<file path="src/design/mpwm_pkg.sv">
// Purpose: Shared constants of the motor PWM configuration block
// Assumes: Register index times four gives the APB byte address
// Notes:   Indices double as the printed register offsets
package mpwm_pkg;
    // =========================================================
    // Register indices
    localparam logic [11:0] CTL0_IDX = 12'hf20;
    localparam logic [11:0] CTL1_IDX = 12'hf21;
    localparam logic [11:0] DB_IDX = 12'hf22;
    localparam logic [11:0] MPF_IDX = 12'hf23;
    localparam logic [11:0] FM_IDX = 12'hf24;
    localparam logic [11:0] PER_IDX = 12'hf29;
    localparam logic [11:0] DUTY0_IDX = 12'hf2a;
    localparam logic [11:0] IRQ_STAT_IDX = 12'hf30;
    localparam logic [11:0] IRQ_MASK_IDX = 12'hf31;
    // =========================================================
    // Reset values
    localparam logic [7:0] CTL0_RST = 8'h00;
    localparam logic [7:0] CTL1_RST = 8'h00;
    localparam logic [7:0] DB_RST = 8'h01;
    localparam logic [7:0] MPF_RST = 8'h00;
    localparam logic [7:0] FM_RST = 8'h00;
    localparam logic [7:0] PER_RST = 8'hff;
    localparam logic [7:0] DUTY_RST = 8'h00;
    localparam logic [1:0] IRQ_RST = 2'h0;
    // =========================================================
    // Field positions
    localparam int EN_BIT = 0;
    localparam int READY_BIT = 1;
    localparam int EXTCLK_BIT = 2;
    localparam int RLF_LSB = 6;
    localparam int INDEP_BIT = 5;
    localparam int INV_LSB = 2;
    localparam int CLOCK_DIVIDER_SEL_LSB = 0;
    localparam int FM_DBG_BIT = 5;
    localparam int FM_AUX_BIT = 2;
    localparam int FM_CMP_BIT = 1;
    localparam int FM_PIN_BIT = 0;
    localparam logic [7:0] FM_WMASK = 8'h27;
    localparam logic [7:0] CTL0_WMASK = 8'h07;
    localparam int IRQ_RELOAD_BIT = 0;
    localparam int IRQ_FAULT_BIT = 1;
endpackage

</file>
<file path="src/design/mpwm_top.sv">
// Purpose: Motor PWM configuration, reload buffering and fault masking
// Assumes: APB slave, one aligned word per 8-bit register
// Notes:   Byte address is four times the register index
//
// Overview of operation
// - Reload rate applied at period end
// - Reload rate reads holding value
// - Reload every 1, 2, 4, 8 periods
// - Independent bit picks pairs or channels
// - Polarity bits invert pairs 2, 1, 0
// - Prescaler divides by 1, 2, 4, 8
// - Prescaler buffered until reload, reads holding
// - Dead band keeps pair off at edges
// - No pulse shorter than least pulse
// - Debug entry faults unless masked
// - Aux fault faults unless masked
// - Comparator faults unless masked
// - Fault pin faults unless masked
// - Disabled: counter stopped, outputs off
// - Ready copies holding to working at reload
`timescale 1ns/1ns
`default_nettype none
module mpwm_top
    import mpwm_pkg::*;
#(
    parameter int NPAIR = 3 // Output pairs
) (
    input wire logic clk,                  // System clock, 250 MHz
    input wire logic resetn,               // Async reset, active low
    input wire logic [15:0] paddr,         // APB address
    input wire logic psel,                 // APB select
    input wire logic penable,              // APB enable
    input wire logic pwrite,               // APB direction
    input wire logic [31:0] pwdata,        // APB write data
    output logic [31:0] prdata,            // APB read data
    output logic pready,                   // APB ready
    output logic pslverr,                  // APB error, unmapped
    input wire logic debug_mode,           // CPU in debug
    input wire logic aux_fault,            // Fault 1 source
    input wire logic comparator_out,       // Comparator output
    input wire logic fault_pin,            // Fault 0 pin
    input wire logic external_count_clock, // External count clock
    output logic [NPAIR-1:0] pwm_out_h,    // High side outputs
    output logic [NPAIR-1:0] pwm_out_l,    // Low side outputs
    output logic irq                       // Interrupt, level
);
    // =========================================================
    // Register state
    logic [7:0] pwm_control_first;
    logic [7:0] pwm_control_second;
    logic [7:0] dead_band_count;
    logic [7:0] min_pulse_filter;
    logic [7:0] fault_source_mask;
    logic [7:0] hold_period;
    logic [7:0] hold_duty [2*NPAIR];
    logic [1:0] irq_status;
    logic [1:0] irq_mask;
    logic [7:0] next_control_first;
    logic [7:0] next_control_second;
    logic [7:0] next_dead_band;
    logic [7:0] next_min_pulse;
    logic [7:0] next_fault_mask;
    logic [7:0] next_hold_period;
    logic [7:0] next_hold_duty [2*NPAIR];
    logic [1:0] next_irq_status;
    logic [1:0] next_irq_mask;
    logic next_irq;

    // =========================================================
    // Bus state
    logic [31:0] next_prdata;
    logic next_pready;
    logic next_pslverr;
    logic [11:0] idx;
    logic hit;
    logic wr_en;
    logic [7:0] wbyte;
    logic [7:0] rbyte;

    // =========================================================
    // Modulator state
    logic [7:0] count;
    logic [2:0] per_cnt;
    logic [1:0] work_rate;
    logic [1:0] work_div;
    logic [7:0] work_period;
    logic [7:0] work_duty [2*NPAIR];
    logic fault_latch;
    logic [7:0] next_count;
    logic [2:0] next_per_cnt;
    logic [1:0] next_work_rate;
    logic [1:0] next_work_div;
    logic [7:0] next_work_period;
    logic [7:0] next_work_duty [2*NPAIR];
    logic next_fault_latch;
    logic tick;
    logic enabled;
    logic period_end;
    logic reload;
    logic [2:0] reload_lim;
    logic [3:0] fault_src;
    logic fault_any;
    logic run;

    assign enabled = pwm_control_first[EN_BIT];
    assign idx = paddr[13:2];
    assign wr_en = psel && penable && pready && pwrite && hit;
    assign wbyte = pwdata[7:0];

    // =========================================================
    // Address decode and read mux
    always_comb begin
        hit = 1'b1;
        rbyte = 8'h00;
        if (paddr[15:14] != 2'h0 || paddr[1:0] != 2'h0) begin
            hit = 1'b0;
        end else if (idx == CTL0_IDX) begin
            rbyte = pwm_control_first;
        end else if (idx == CTL1_IDX) begin
            rbyte = pwm_control_second;
        end else if (idx == DB_IDX) begin
            rbyte = dead_band_count;
        end else if (idx == MPF_IDX) begin
            rbyte = min_pulse_filter;
        end else if (idx == FM_IDX) begin
            rbyte = fault_source_mask;
        end else if (idx == PER_IDX) begin
            rbyte = hold_period;
        end else if (idx >= DUTY0_IDX && idx < 12'(DUTY0_IDX + 2 * NPAIR)) begin
            rbyte = hold_duty[3'(idx - DUTY0_IDX)];
        end else if (idx == IRQ_STAT_IDX) begin
            rbyte = {6'h00, irq_status};
        end else if (idx == IRQ_MASK_IDX) begin
            rbyte = {6'h00, irq_mask};
        end else begin
            hit = 1'b0;
        end
    end

    // Bus answer, one access cycle
    always_comb begin
        next_pready = psel && !penable;
        next_prdata = prdata;
        next_pslverr = 1'b0;
        if (psel && !penable) begin
            next_prdata = {24'h000000, rbyte};
            next_pslverr = !hit;
        end
    end

    // =========================================================
    // Period counter and reload events
    always_comb begin
        period_end = enabled && tick && count == work_period;
        case (work_rate)
            2'b00: reload_lim = 3'h0;
            2'b01: reload_lim = 3'h1;
            2'b10: reload_lim = 3'h3;
            default: reload_lim = 3'h7;
        endcase
        reload = period_end && per_cnt == reload_lim;
        next_count = count;
        next_per_cnt = per_cnt;
        if (!enabled) begin
            next_count = 8'h00;
            next_per_cnt = 3'h0;
        end else if (tick) begin
            next_count = period_end ? 8'h00 : 8'(count + 8'h01);
            if (period_end) begin
                next_per_cnt = reload ? 3'h0 : 3'(per_cnt + 3'h1);
            end
        end
        next_work_rate = work_rate;
        // Rate takes effect at period end
        if (period_end) begin
            next_work_rate = pwm_control_second[RLF_LSB+:2];
        end
        next_work_div = work_div;
        next_work_period = work_period;
        next_work_duty = work_duty;
        if (reload && pwm_control_first[READY_BIT]) begin
            next_work_div = pwm_control_second[CLOCK_DIVIDER_SEL_LSB+:2];
            next_work_period = hold_period;
            next_work_duty = hold_duty;
        end
    end

    // =========================================================
    // Fault sources and latch
    always_comb begin
        fault_src[3] = debug_mode && !fault_source_mask[FM_DBG_BIT];
        fault_src[2] = aux_fault && !fault_source_mask[FM_AUX_BIT];
        fault_src[1] = comparator_out && !fault_source_mask[FM_CMP_BIT];
        fault_src[0] = fault_pin && !fault_source_mask[FM_PIN_BIT];
        fault_any = |fault_src;
        next_fault_latch = fault_latch;
        if (fault_any) begin
            next_fault_latch = 1'b1;
        end else if (period_end || !enabled) begin
            next_fault_latch = 1'b0;
        end
        run = enabled && !fault_latch && !fault_any;
    end

    // =========================================================
    // Register writes and interrupt flags
    always_comb begin
        next_control_first = pwm_control_first;
        next_control_second = pwm_control_second;
        next_dead_band = dead_band_count;
        next_min_pulse = min_pulse_filter;
        next_fault_mask = fault_source_mask;
        next_hold_period = hold_period;
        next_hold_duty = hold_duty;
        next_irq_mask = irq_mask;
        next_irq_status = irq_status;
        // Hardware clears ready once values are taken
        if (reload) begin
            next_control_first[READY_BIT] = 1'b0;
        end
        if (wr_en) begin
            if (idx == CTL0_IDX) begin
                next_control_first = wbyte & CTL0_WMASK;
            end else if (idx == CTL1_IDX) begin
                next_control_second = wbyte;
                if (enabled) begin
                    next_control_second[INDEP_BIT] = pwm_control_second[INDEP_BIT];
                end
            end else if (idx == PER_IDX) begin
                next_hold_period = wbyte;
            end else if (idx >= DUTY0_IDX && idx < 12'(DUTY0_IDX + 2 * NPAIR)) begin
                next_hold_duty[3'(idx - DUTY0_IDX)] = wbyte;
            end else if (idx == IRQ_STAT_IDX) begin
                next_irq_status = irq_status & ~wbyte[1:0];
            end else if (idx == IRQ_MASK_IDX) begin
                next_irq_mask = wbyte[1:0];
            end else if (!enabled) begin
                if (idx == DB_IDX) begin
                    next_dead_band = wbyte;
                end else if (idx == MPF_IDX) begin
                    next_min_pulse = wbyte;
                end else if (idx == FM_IDX) begin
                    next_fault_mask = wbyte & FM_WMASK;
                end
            end
        end
        // Hardware set wins over clear
        if (reload) begin
            next_irq_status[IRQ_RELOAD_BIT] = 1'b1;
        end
        if (fault_any && !fault_latch) begin
            next_irq_status[IRQ_FAULT_BIT] = 1'b1;
        end
        next_irq = |(next_irq_status & next_irq_mask);
    end

    // =========================================================
    // Registers
    always_ff @(posedge clk or negedge resetn) begin
        if (!resetn) begin
            pwm_control_first <= CTL0_RST;
            pwm_control_second <= CTL1_RST;
            dead_band_count <= DB_RST;
            min_pulse_filter <= MPF_RST;
            fault_source_mask <= FM_RST;
            hold_period <= PER_RST;
            irq_status <= IRQ_RST;
            irq_mask <= IRQ_RST;
            irq <= 1'b0;
            prdata <= 32'h00000000;
            pready <= 1'b0;
            pslverr <= 1'b0;
            count <= 8'h00;
            per_cnt <= 3'h0;
            work_rate <= CTL1_RST[RLF_LSB+:2];
            work_div <= CTL1_RST[CLOCK_DIVIDER_SEL_LSB+:2];
            work_period <= PER_RST;
            fault_latch <= 1'b0;
            for (int i = 0; i < 2 * NPAIR; i++) begin
                hold_duty[i] <= DUTY_RST;
                work_duty[i] <= DUTY_RST;
            end
        end else begin
            pwm_control_first <= next_control_first;
            pwm_control_second <= next_control_second;
            dead_band_count <= next_dead_band;
            min_pulse_filter <= next_min_pulse;
            fault_source_mask <= next_fault_mask;
            hold_period <= next_hold_period;
            irq_status <= next_irq_status;
            irq_mask <= next_irq_mask;
            irq <= next_irq;
            prdata <= next_prdata;
            pready <= next_pready;
            pslverr <= next_pslverr;
            count <= next_count;
            per_cnt <= next_per_cnt;
            work_rate <= next_work_rate;
            work_div <= next_work_div;
            work_period <= next_work_period;
            fault_latch <= next_fault_latch;
            hold_duty <= next_hold_duty;
            work_duty <= next_work_duty;
        end
    end

    // =========================================================
    // Prescaler
    // Input clock divided
    mpwm_prescale u_prescale (
        .clk(clk),
        .resetn(resetn),
        .run(enabled),
        .ext_sel(pwm_control_first[EXTCLK_BIT]),
        .ext_in(external_count_clock),
        .div_sel(work_div),
        .tick(tick)
    );

    // =========================================================
    // Output pairs
    for (genvar p = 0; p < NPAIR; p++) begin : g_pair
        mpwm_pair u_pair (
            .clk(clk),
            .resetn(resetn),
            .tick(tick),
            .run(run),
            .count(count),
            .duty_h(work_duty[2*p]),
            .duty_l(work_duty[2*p+1]),
            .dead_band(dead_band_count),
            .min_pulse(min_pulse_filter),
            .indep(pwm_control_second[INDEP_BIT]),
            .invert(pwm_control_second[INV_LSB+p]),
            .out_h(pwm_out_h[p]),
            .out_l(pwm_out_l[p])
        );
    end
endmodule
`default_nettype wire

</file>
<file path="src/design/mpwm_prescale.sv">
// Purpose: Count clock prescaler giving a one-cycle tick per PWM clock
// Assumes: External count clock is synchronous to clk
// Notes:   Division ratio is 1, 2, 4 or 8
`timescale 1ns/1ns
`default_nettype none
module mpwm_prescale (
    input wire logic clk,          // System clock
    input wire logic resetn,       // Async reset, active low
    input wire logic run,          // Counter running
    input wire logic ext_sel,      // Count the external clock
    input wire logic ext_in,       // External count clock
    input wire logic [1:0] div_sel, // Division code
    output logic tick              // One PWM clock tick
);
    logic ext_prev;
    logic [2:0] cnt;
    logic next_ext_prev;
    logic [2:0] next_cnt;
    logic next_tick;
    logic src;
    logic [2:0] lim;

    // Source select and divide
    always_comb begin
        next_ext_prev = ext_in;
        src = ext_sel ? (ext_in & ~ext_prev) : 1'b1;
        lim = 3'(({1'b0, 3'h1} << div_sel) - 4'h1);
        next_cnt = cnt;
        next_tick = 1'b0;
        if (!run) begin
            next_cnt = 3'h0;
        end else if (src) begin
            if ((cnt & lim) == lim) begin
                next_tick = 1'b1;
            end
            next_cnt = 3'(cnt + 3'h1);
        end
    end

    // State registers
    always_ff @(posedge clk or negedge resetn) begin
        if (!resetn) begin
            ext_prev <= 1'b0;
            cnt <= 3'h0;
            tick <= 1'b0;
        end else begin
            ext_prev <= next_ext_prev;
            cnt <= next_cnt;
            tick <= next_tick;
        end
    end
endmodule
`default_nettype wire

</file>
<file path="src/design/mpwm_pair.sv">
// Purpose: One output pair with pulse filter, dead band and polarity
// Assumes: tick marks one prescaled PWM clock
// Notes:   Off-state is the inactive level after polarity
`timescale 1ns/1ns
`default_nettype none
module mpwm_pair (
    input wire logic clk,            // System clock
    input wire logic resetn,         // Async reset, active low
    input wire logic tick,           // PWM clock tick
    input wire logic run,            // Modulator drives pins
    input wire logic [7:0] count,    // Period counter
    input wire logic [7:0] duty_h,   // High side duty
    input wire logic [7:0] duty_l,   // Low side duty, independent mode
    input wire logic [7:0] dead_band, // Dead band in ticks
    input wire logic [7:0] min_pulse, // Least pulse in ticks
    input wire logic indep,          // Independent channels
    input wire logic invert,         // Pair polarity
    output logic out_h,              // High side pin
    output logic out_l               // Low side pin
);
    logic [1:0] filt;
    logic [7:0] age [2];
    logic [7:0] db_cnt;
    logic [1:0] next_filt;
    logic [7:0] next_age [2];
    logic [7:0] next_db_cnt;
    logic next_out_h;
    logic next_out_l;
    logic [1:0] raw;
    logic act_h;
    logic act_l;
    logic gap_clear;

    // Compare, filter, dead band
    always_comb begin
        raw[0] = count < duty_h;
        raw[1] = indep ? (count < duty_l) : ~raw[0];
        next_filt = filt;
        for (int i = 0; i < 2; i++) begin
            next_age[i] = age[i];
            if (tick) begin
                if (raw[i] != filt[i] && age[i] >= min_pulse) begin
                    next_filt[i] = raw[i];
                    next_age[i] = 8'h01;
                end else if (age[i] != 8'hff) begin
                    next_age[i] = 8'(age[i] + 8'h01);
                end
            end
        end
        next_db_cnt = db_cnt;
        if (!indep && next_filt[0] != filt[0]) begin
            next_db_cnt = dead_band;
        end else if (tick && db_cnt != 8'h00) begin
            next_db_cnt = 8'(db_cnt - 8'h01);
        end
        gap_clear = indep || db_cnt == 8'h00;
        act_h = filt[0] & gap_clear;
        act_l = (indep ? filt[1] : ~filt[0]) & gap_clear;
        next_out_h = run ? (act_h ^ invert) : invert;
        next_out_l = run ? (act_l ^ invert) : invert;
    end

    // State registers
    always_ff @(posedge clk or negedge resetn) begin
        if (!resetn) begin
            filt <= 2'h0;
            age[0] <= 8'h00;
            age[1] <= 8'h00;
            db_cnt <= 8'h00;
            out_h <= 1'b0;
            out_l <= 1'b0;
        end else begin
            filt <= next_filt;
            age[0] <= next_age[0];
            age[1] <= next_age[1];
            db_cnt <= next_db_cnt;
            out_h <= next_out_h;
            out_l <= next_out_l;
        end
    end
endmodule
`default_nettype wire

</file>
<file path="config.mk">
export PLATFORM = sky130hd
export DESIGN_NAME = mpwm_top
export DESIGN_NICKNAME = d
export VERILOG_FILES = /design/src/design/mpwm_pkg.sv /design/src/design/mpwm_top.sv /design/src/design/mpwm_prescale.sv /design/src/design/mpwm_pair.sv
export SDC_FILE = /design/constraint.sdc
export NUM_CORES = 1
export LEC_CHECK = 0
export ABC_AREA = 1
export BUFFER_PORTS_ARGS = -buffer_cell sky130_fd_sc_hd__buf_2
export CORE_ASPECT_RATIO = 1.25
export CORE_MARGIN = 8
export CORE_UTILIZATION = 55
export CTS_CLUSTER_SIZE = 24
export DETAILED_ROUTE_END_ITERATION = 10
export GPL_ROUTABILITY_DRIVEN = 1
export PLACE_DENSITY = 0.74
export SYNTH_ARGS = -nofsm -noshare
export SYNTH_HDL_FRONTEND = slang
export SYNTH_SLANG_ARGS = --single-unit
</file>
<file path="constraint.sdc">
create_clock -name clk -period 2.8 [get_ports clk]
set_clock_uncertainty 0.1 [all_clocks]
set_input_delay 0.42 -clock clk [delete_from_list [all_inputs] [get_ports clk]]
set_output_delay 0.42 -clock clk [all_outputs]
set_load 0.02 [all_outputs]
</file>
# After elaboration in Yosys (flattened, before gate mapping)
# Cells that the tools add are included.
word_totals:
  reg_bits: 263
  input_bits: 58
  output_inout_bits: 41
  word_cells: 333
classes:
  add_sub_neg: 14
  magnitude_cmp: 16
  n_eq_ne: 31
  shift: 1
  mux: 97
  n_bitwise: 34
  n_reduce_logical: 84
ops:
  columns: ["operator", "n"]
  rows:
  - ["$mux 8", 32]
  - ["$eq 12x12->1 const B", 8]
  - ["$add 8x1->8 const B", 7]
  - ["$bwmux 48", 1]
  - ["$ge 8x8->1", 6]
  - ["$lt 8x8->1", 6]
  - ["$ne 8x8->1 const B", 6]
  - ["$mux 1", 38]
  - ["$mux 2", 17]
  - ["$logic_and 1x1->1", 30]
  - ["$bmux 8 s3", 1]
  - ["$demux 8 s3", 1]
  - ["$logic_not 8->1", 3]
  - ["$reduce_bool 2->1", 12]
  - ["$reduce_bool 8->1", 3]
  - ["$sub 8x1->8 const B", 3]
  - ["$reduce_and 2->1", 11]
  - ["$mux 3", 6]
  - ["$not 1->1", 16]
  - ["$ge 12x12->1 const B", 1]
  - ["$lt 12x12->1 const B", 1]
  - ["$reduce_and 11->1", 1]
  - ["$logic_not 1->1", 10]
  - ["$reduce_and 10->1", 1]
  - ["27 further kinds", 56]

# Longest topological paths before layout
depth:
  ltp_word: 16
  mapped_depth: 16
  ltp_nobuf: 15

# By module
# A second synthesis with hierarchy kept.
unflattened:
  hier_cells: 2094
  hier_area_um2: 16185.5
by_module_without_submodules:
  columns: ["mod", "n_inst", "cells_per_inst", "area_each_um2"]
  rows:
  - ["mpwm_top", 1, 1099, 8659.6]
  - ["mpwm_pair", 3, 322, 2422.3]
  - ["mpwm_prescale", 1, 29, 259.0]

# Least setup slack after synthesis
# No wires, ideal clock.
synth_timing:
  path_type: "input to register"
  start: "input paddr[4]"
  end: "register hold_duty[0] in the netlist's numbering"
  setup_time_ns: 0.118
  arrival_ns: 2.093
  slack_ns: 0.489
  path_stages: 14
  cell_sequence: "buf_2 > inv_1 > ha_1 > inv_1 > nor2_1 > nand3_1 > nand2_1 > nor2_1 > nand2_1 > nand4_2 > nor3_4 > nand3_1 > nand2_1 > nand2_1"
synth_via:
  elab_chain_cells: 13
  word_cells_on_any_way: 34
  cone_classes: "add/sub (1); order compare (4); eq/ne (8); mux (13); bitwise (4); reduce/logical (4)"
synth_lines:
  columns: ["item", "line_no", "text"]
  rows:
  - ["from (decl)", "mpwm_top.sv:30", "input wire logic [15:0] paddr,"]
  - ["parallel branches: the longest is 13 deep, another holds $ge 12x12->1", null, null]
  - ["to (signal assigned)", "mpwm_top.sv:302", "hold_duty <= next_hold_duty;"]
  - ["to (decl)", "mpwm_top.sv:55", "logic [7:0] hold_duty [2*NPAIR];"]
# Parallel ways; which one is timed is not known.
# A chain may end at the register's enable or synchronous reset.

# Final worst setup path
layout_timing:
  start: "register min_pulse_filter[7]"
  end: "register g_pair[2].u_pair.age[15] in the netlist's numbering"
layout_via:
  elab_chain_cells: 4
  word_cells_on_any_way: 5
  cone_classes: "order compare (1); mux (1); reduce/logical (3)"
layout_lines:
  columns: ["item", "line_no", "text"]
  rows:
  - ["from (decl)", "mpwm_top.sv:52", "logic [7:0] min_pulse_filter;"]
  - ["from (signal assigned)", "mpwm_top.sv:287", "min_pulse_filter <= next_min_pulse;"]
  - ["$ge 8x8->1 (*)", "mpwm_pair.sv:42", "if (raw[i] != filt[i] && age[i] >= min_pulse) begin"]
  - ["$logic_and 1x1->1 (*)", "mpwm_pair.sv:42", null]
  - ["$reduce_bool 2->1 (no source line)", null, null]
  - ["$reduce_and 2->1 (no source line)", null, null]
  - ["to (decl)", "mpwm_pair.sv:22", "logic [7:0] age [2];"]
# Every way passes the cells marked *; elsewhere a longest branch is shown, timed or not.

==> results.sh <==
export IMPL_antenna_found_initial=2
export IMPL_p_leak_uw=0.00865
export IMPL_synth_area_per_cell_um2=7.79
export IMPL_worstSetupStartpointType="flop"
export IMPL_ys_warn_count=0
export IMPL_placement_io_buffers=50
export IMPL_final_antenna_net_count=0
export IMPL_area_growth_pct=10.9
export IMPL_path_clk_slew_ns=0.06
export IMPL_rsz0062_at_grt="false"
export IMPL_setup_viol=0
export IMPL_fin_area_um2=17300
export IMPL_numClockSinks=263
export IMPL_final_common_cell="nand2_1"
export IMPL_cts_setup_buffers=0
export IMPL_drt_iter0_drc=966
export IMPL_synth_top_cell_area_share=0.394
export IMPL_synth_distinct_cells=43
export IMPL_wl_per_cell_um=16.4
export IMPL_fmax_mhz=385
export IMPL_mostFrequentLayoutCells="nand2_1 (519), inv_1 (263), dfrtp_1 (242), o21ai_0 (166), nand3_1 (145)"
export IMPL_rows=69
export IMPL_grt_first_pass_wirelength_um=65400
export IMPL_grt_usage=0.233
export IMPL_cts_tree="yes"
export IMPL_drt_total_wl_um=40100
export IMPL_slew_headroom=0.542
export IMPL_multiInputGateArea_um2=7640
export IMPL_tightest_slew_ns=0.684
export IMPL_power_total_uw=7920
export IMPL_cts_buffers_inserted=28
export IMPL_drt_drc_violations_left=0
export IMPL_clk_path_buf_depth=3
export IMPL_p_per_area_nw_per_um2=457
export IMPL_viasPerCell=5.55
export IMPL_grt_pass1_vias=13100
export IMPL_synthTopCellsByArea="dfrtp_1 (39%), nand2_1 (13%), ha_1 (8.7%), inv_1 (6.3%), o21ai_0 (5.4%)"
export IMPL_crit_arrival_ns=2.91
export IMPL_gp_congestion=0.940
export IMPL_cap_viol_max_count=0
export IMPL_die_area_um2=34100
export IMPL_ff_latch_area_um2=6610
export IMPL_min_path_type="in -> reg"
export IMPL_htreeDepth=1
export IMPL_min_period_over_period=0.928
export IMPL_end_kind="flop"
export IMPL_fin_hold_ws_ns=0.0387
export IMPL_cts_root_buf="clkbuf_16"
export IMPL_syn_inst=2003
export IMPL_ys_seq_area_frac=0.423
export IMPL_setup_tns_ns=0
export IMPL_netlist_area_um2=15600
export IMPL_grt_max_degree=76
export IMPL_finalHoldViolCount=0
export IMPL_insertion_delay_ns=0.55
export IMPL_grt_overflow_total=0
export IMPL_slew_violations=0
export IMPL_timing_worst_setup_path_type="reg -> reg"
export IMPL_status="complete, no violations"
export IMPL_crit_required_ns=3.12
export IMPL_synth_seq_cells=263
export IMPL_via_count=13600
export IMPL_crit_fanout=15
export IMPL_nets=2234
export IMPL_die_h_um=204
export IMPL_ios=99
export IMPL_fill_cells=2495
export IMPL_placed_area_um2=16300
export IMPL_drive_above_1_share=0.0866
export IMPL_fp_dieW_um=167
export IMPL_dr_pass1_iters=6
export IMPL_yosysTopAreaCell="dfrtp_1"
export IMPL_hpwlAfterDp_um=29800
export IMPL_core_um2=28100
export IMPL_peakVddDrop_v=0.000385
export IMPL_finalCriticalPeriod_ns=2.60
export IMPL_start_util=0.555
-- synthesized netlist by cell type (all sizes together) --
| master | number |
|---|---|
| o211ai | 11 |
| nor4 | 6 |
| or2 | 7 |
| or3 | 1 |
| o21ai | 167 |
| o31ai | 1 |
| nor3 | 14 |
| a31oi | 3 |
| buf | 47 |
| clkbuf | 37 |
| a211oi | 1 |
| a21oi | 71 |
| nand4 | 92 |
| conb | 1 |
| nor2 | 125 |
| nand3 | 146 |
| and2 | 1 |
| nor3b | 3 |
| a31o | 2 |
| o22ai | 7 |
| ha | 109 |
| nand2 | 522 |
| o221ai | 5 |
| xnor2 | 14 |
| nand3b | 5 |
| dfrtp | 246 |
| a22oi | 1 |
| o2111ai | 16 |
| inv | 266 |
| dfstp | 17 |
| o21a | 7 |
| clkinv | 2 |
| nor4b | 2 |
| xor2 | 48 |
-- cell families (layout without fill, tap and decap cells) --
| group | Yosys count | count (layout) | synth area share |
|---|---|---|---|
| fa+ha+maj | 109 | 109 | 0.0874 |
| simple gates | 924 | 924 | 0.257 |
| flops | 263 | 263 | 0.423 |
| xor+xnor | 62 | 62 | 0.0348 |
| compound gates | 292 | 292 | 0.103 |
| other cells | 1 | 25 | 0.000240 |
| buf+inv | 352 | 415 | 0.0943 |
-- critical path: stages, from the launching register on --
cell and delay, ns:
dfrtp_1 0.39, clkinvlp_4 0.28, ha_1 0.41, nand2_1 0.07, nor2_1 0.14, nand4_1 0.09
o2111ai_1 0.21, nand3_1 0.21, nand3b_1 0.18, nand2_2 0.18, nand2_1 0.12, o21ai_0 0.09
-- timing repair --
item | in CTS | in global routing
hold buffers | 3 | 0
endpoints found under the setup margin | 0 | 12
resized for setup | 0 | 8
endpoints found under the hold margin | 68 | 0
-- cell type report --
type,instances,share of cell area
Inverter,268,0.0583
Sequential cell,263,0.382
Clock inverter,12,0.00686
Timing Repair Buffer,95,0.0386
Multi-Input combinational cell,1411,0.441
Antenna cell,1,0.000145
Clock buffer,40,0.0478
Tap cell,355,0.0257
-- stage by stage --
stage / std cells / setup slack [ns] / util
5_1_grt: 2444 / 0.00497 / 0.615
3_5_place_dp: 2389 / 0.0425 / 0.580
6_report: 2445 / 0.202 / 0.615
3_3_place_gp: 2389 / 0.101 / 0.580
2_1_floorplan: 2026 / 0.489 / -
4_1_cts: 2444 / 0.0543 / 0.615
-- layer usage --
metal,up-vias,global-route usage,share of wire
met2,450,0.411,0.48
met4,0,0.0999,0.042
li1,6678,-,-
met3,116,0.0269,0.056
met5,-,0,0
met1,6330,0.284,0.42
-- state kept, by name, indices dropped and copies added, names as in the netlist, 4 cells and up --
name and flops:
count 8, dead_band_count 8, fault_source_mask 4, g_pair.u_pair.age 48, g_pair.u_pair.db_cnt 24, g_pair.u_pair.filt 6, hold_duty 48, hold_period 8
min_pulse_filter 8, prdata 8, pwm_control_second 8, work_duty 48, work_period 8
-- final timing paths --
| check | from | end | slack [ns] | cells past startpoint |
|---|---|---|---|---|
| max | min_pulse_filter[7] | g_pair[2].u_pair.age[15] | 0.20 | 11 |
| min | psel | pready | 0.04 | 3 |
| max reg2reg | min_pulse_filter[7] | g_pair[2].u_pair.age[15] | 0.20 | 11 |
| min reg2reg | hold_duty[36] | hold_duty[36] | 0.37 | 2 |
| max in group asynchronous | resetn | dead_band_count[0] | 1.44 | 3 |
| min in group asynchronous | resetn | g_pair[0].u_pair.age[0] | 0.35 | 2 |
-- power by group --
| part | switching, uW | internal [uW] |
|---|---|---|
| clock network | 1570 | 2230 |
| logic | 240 | 68.9 |
| registers | 1.49 | 3810 |
| total | 1810 | 6110 |
No activity file was read; power rests on OpenSTA's default activity.
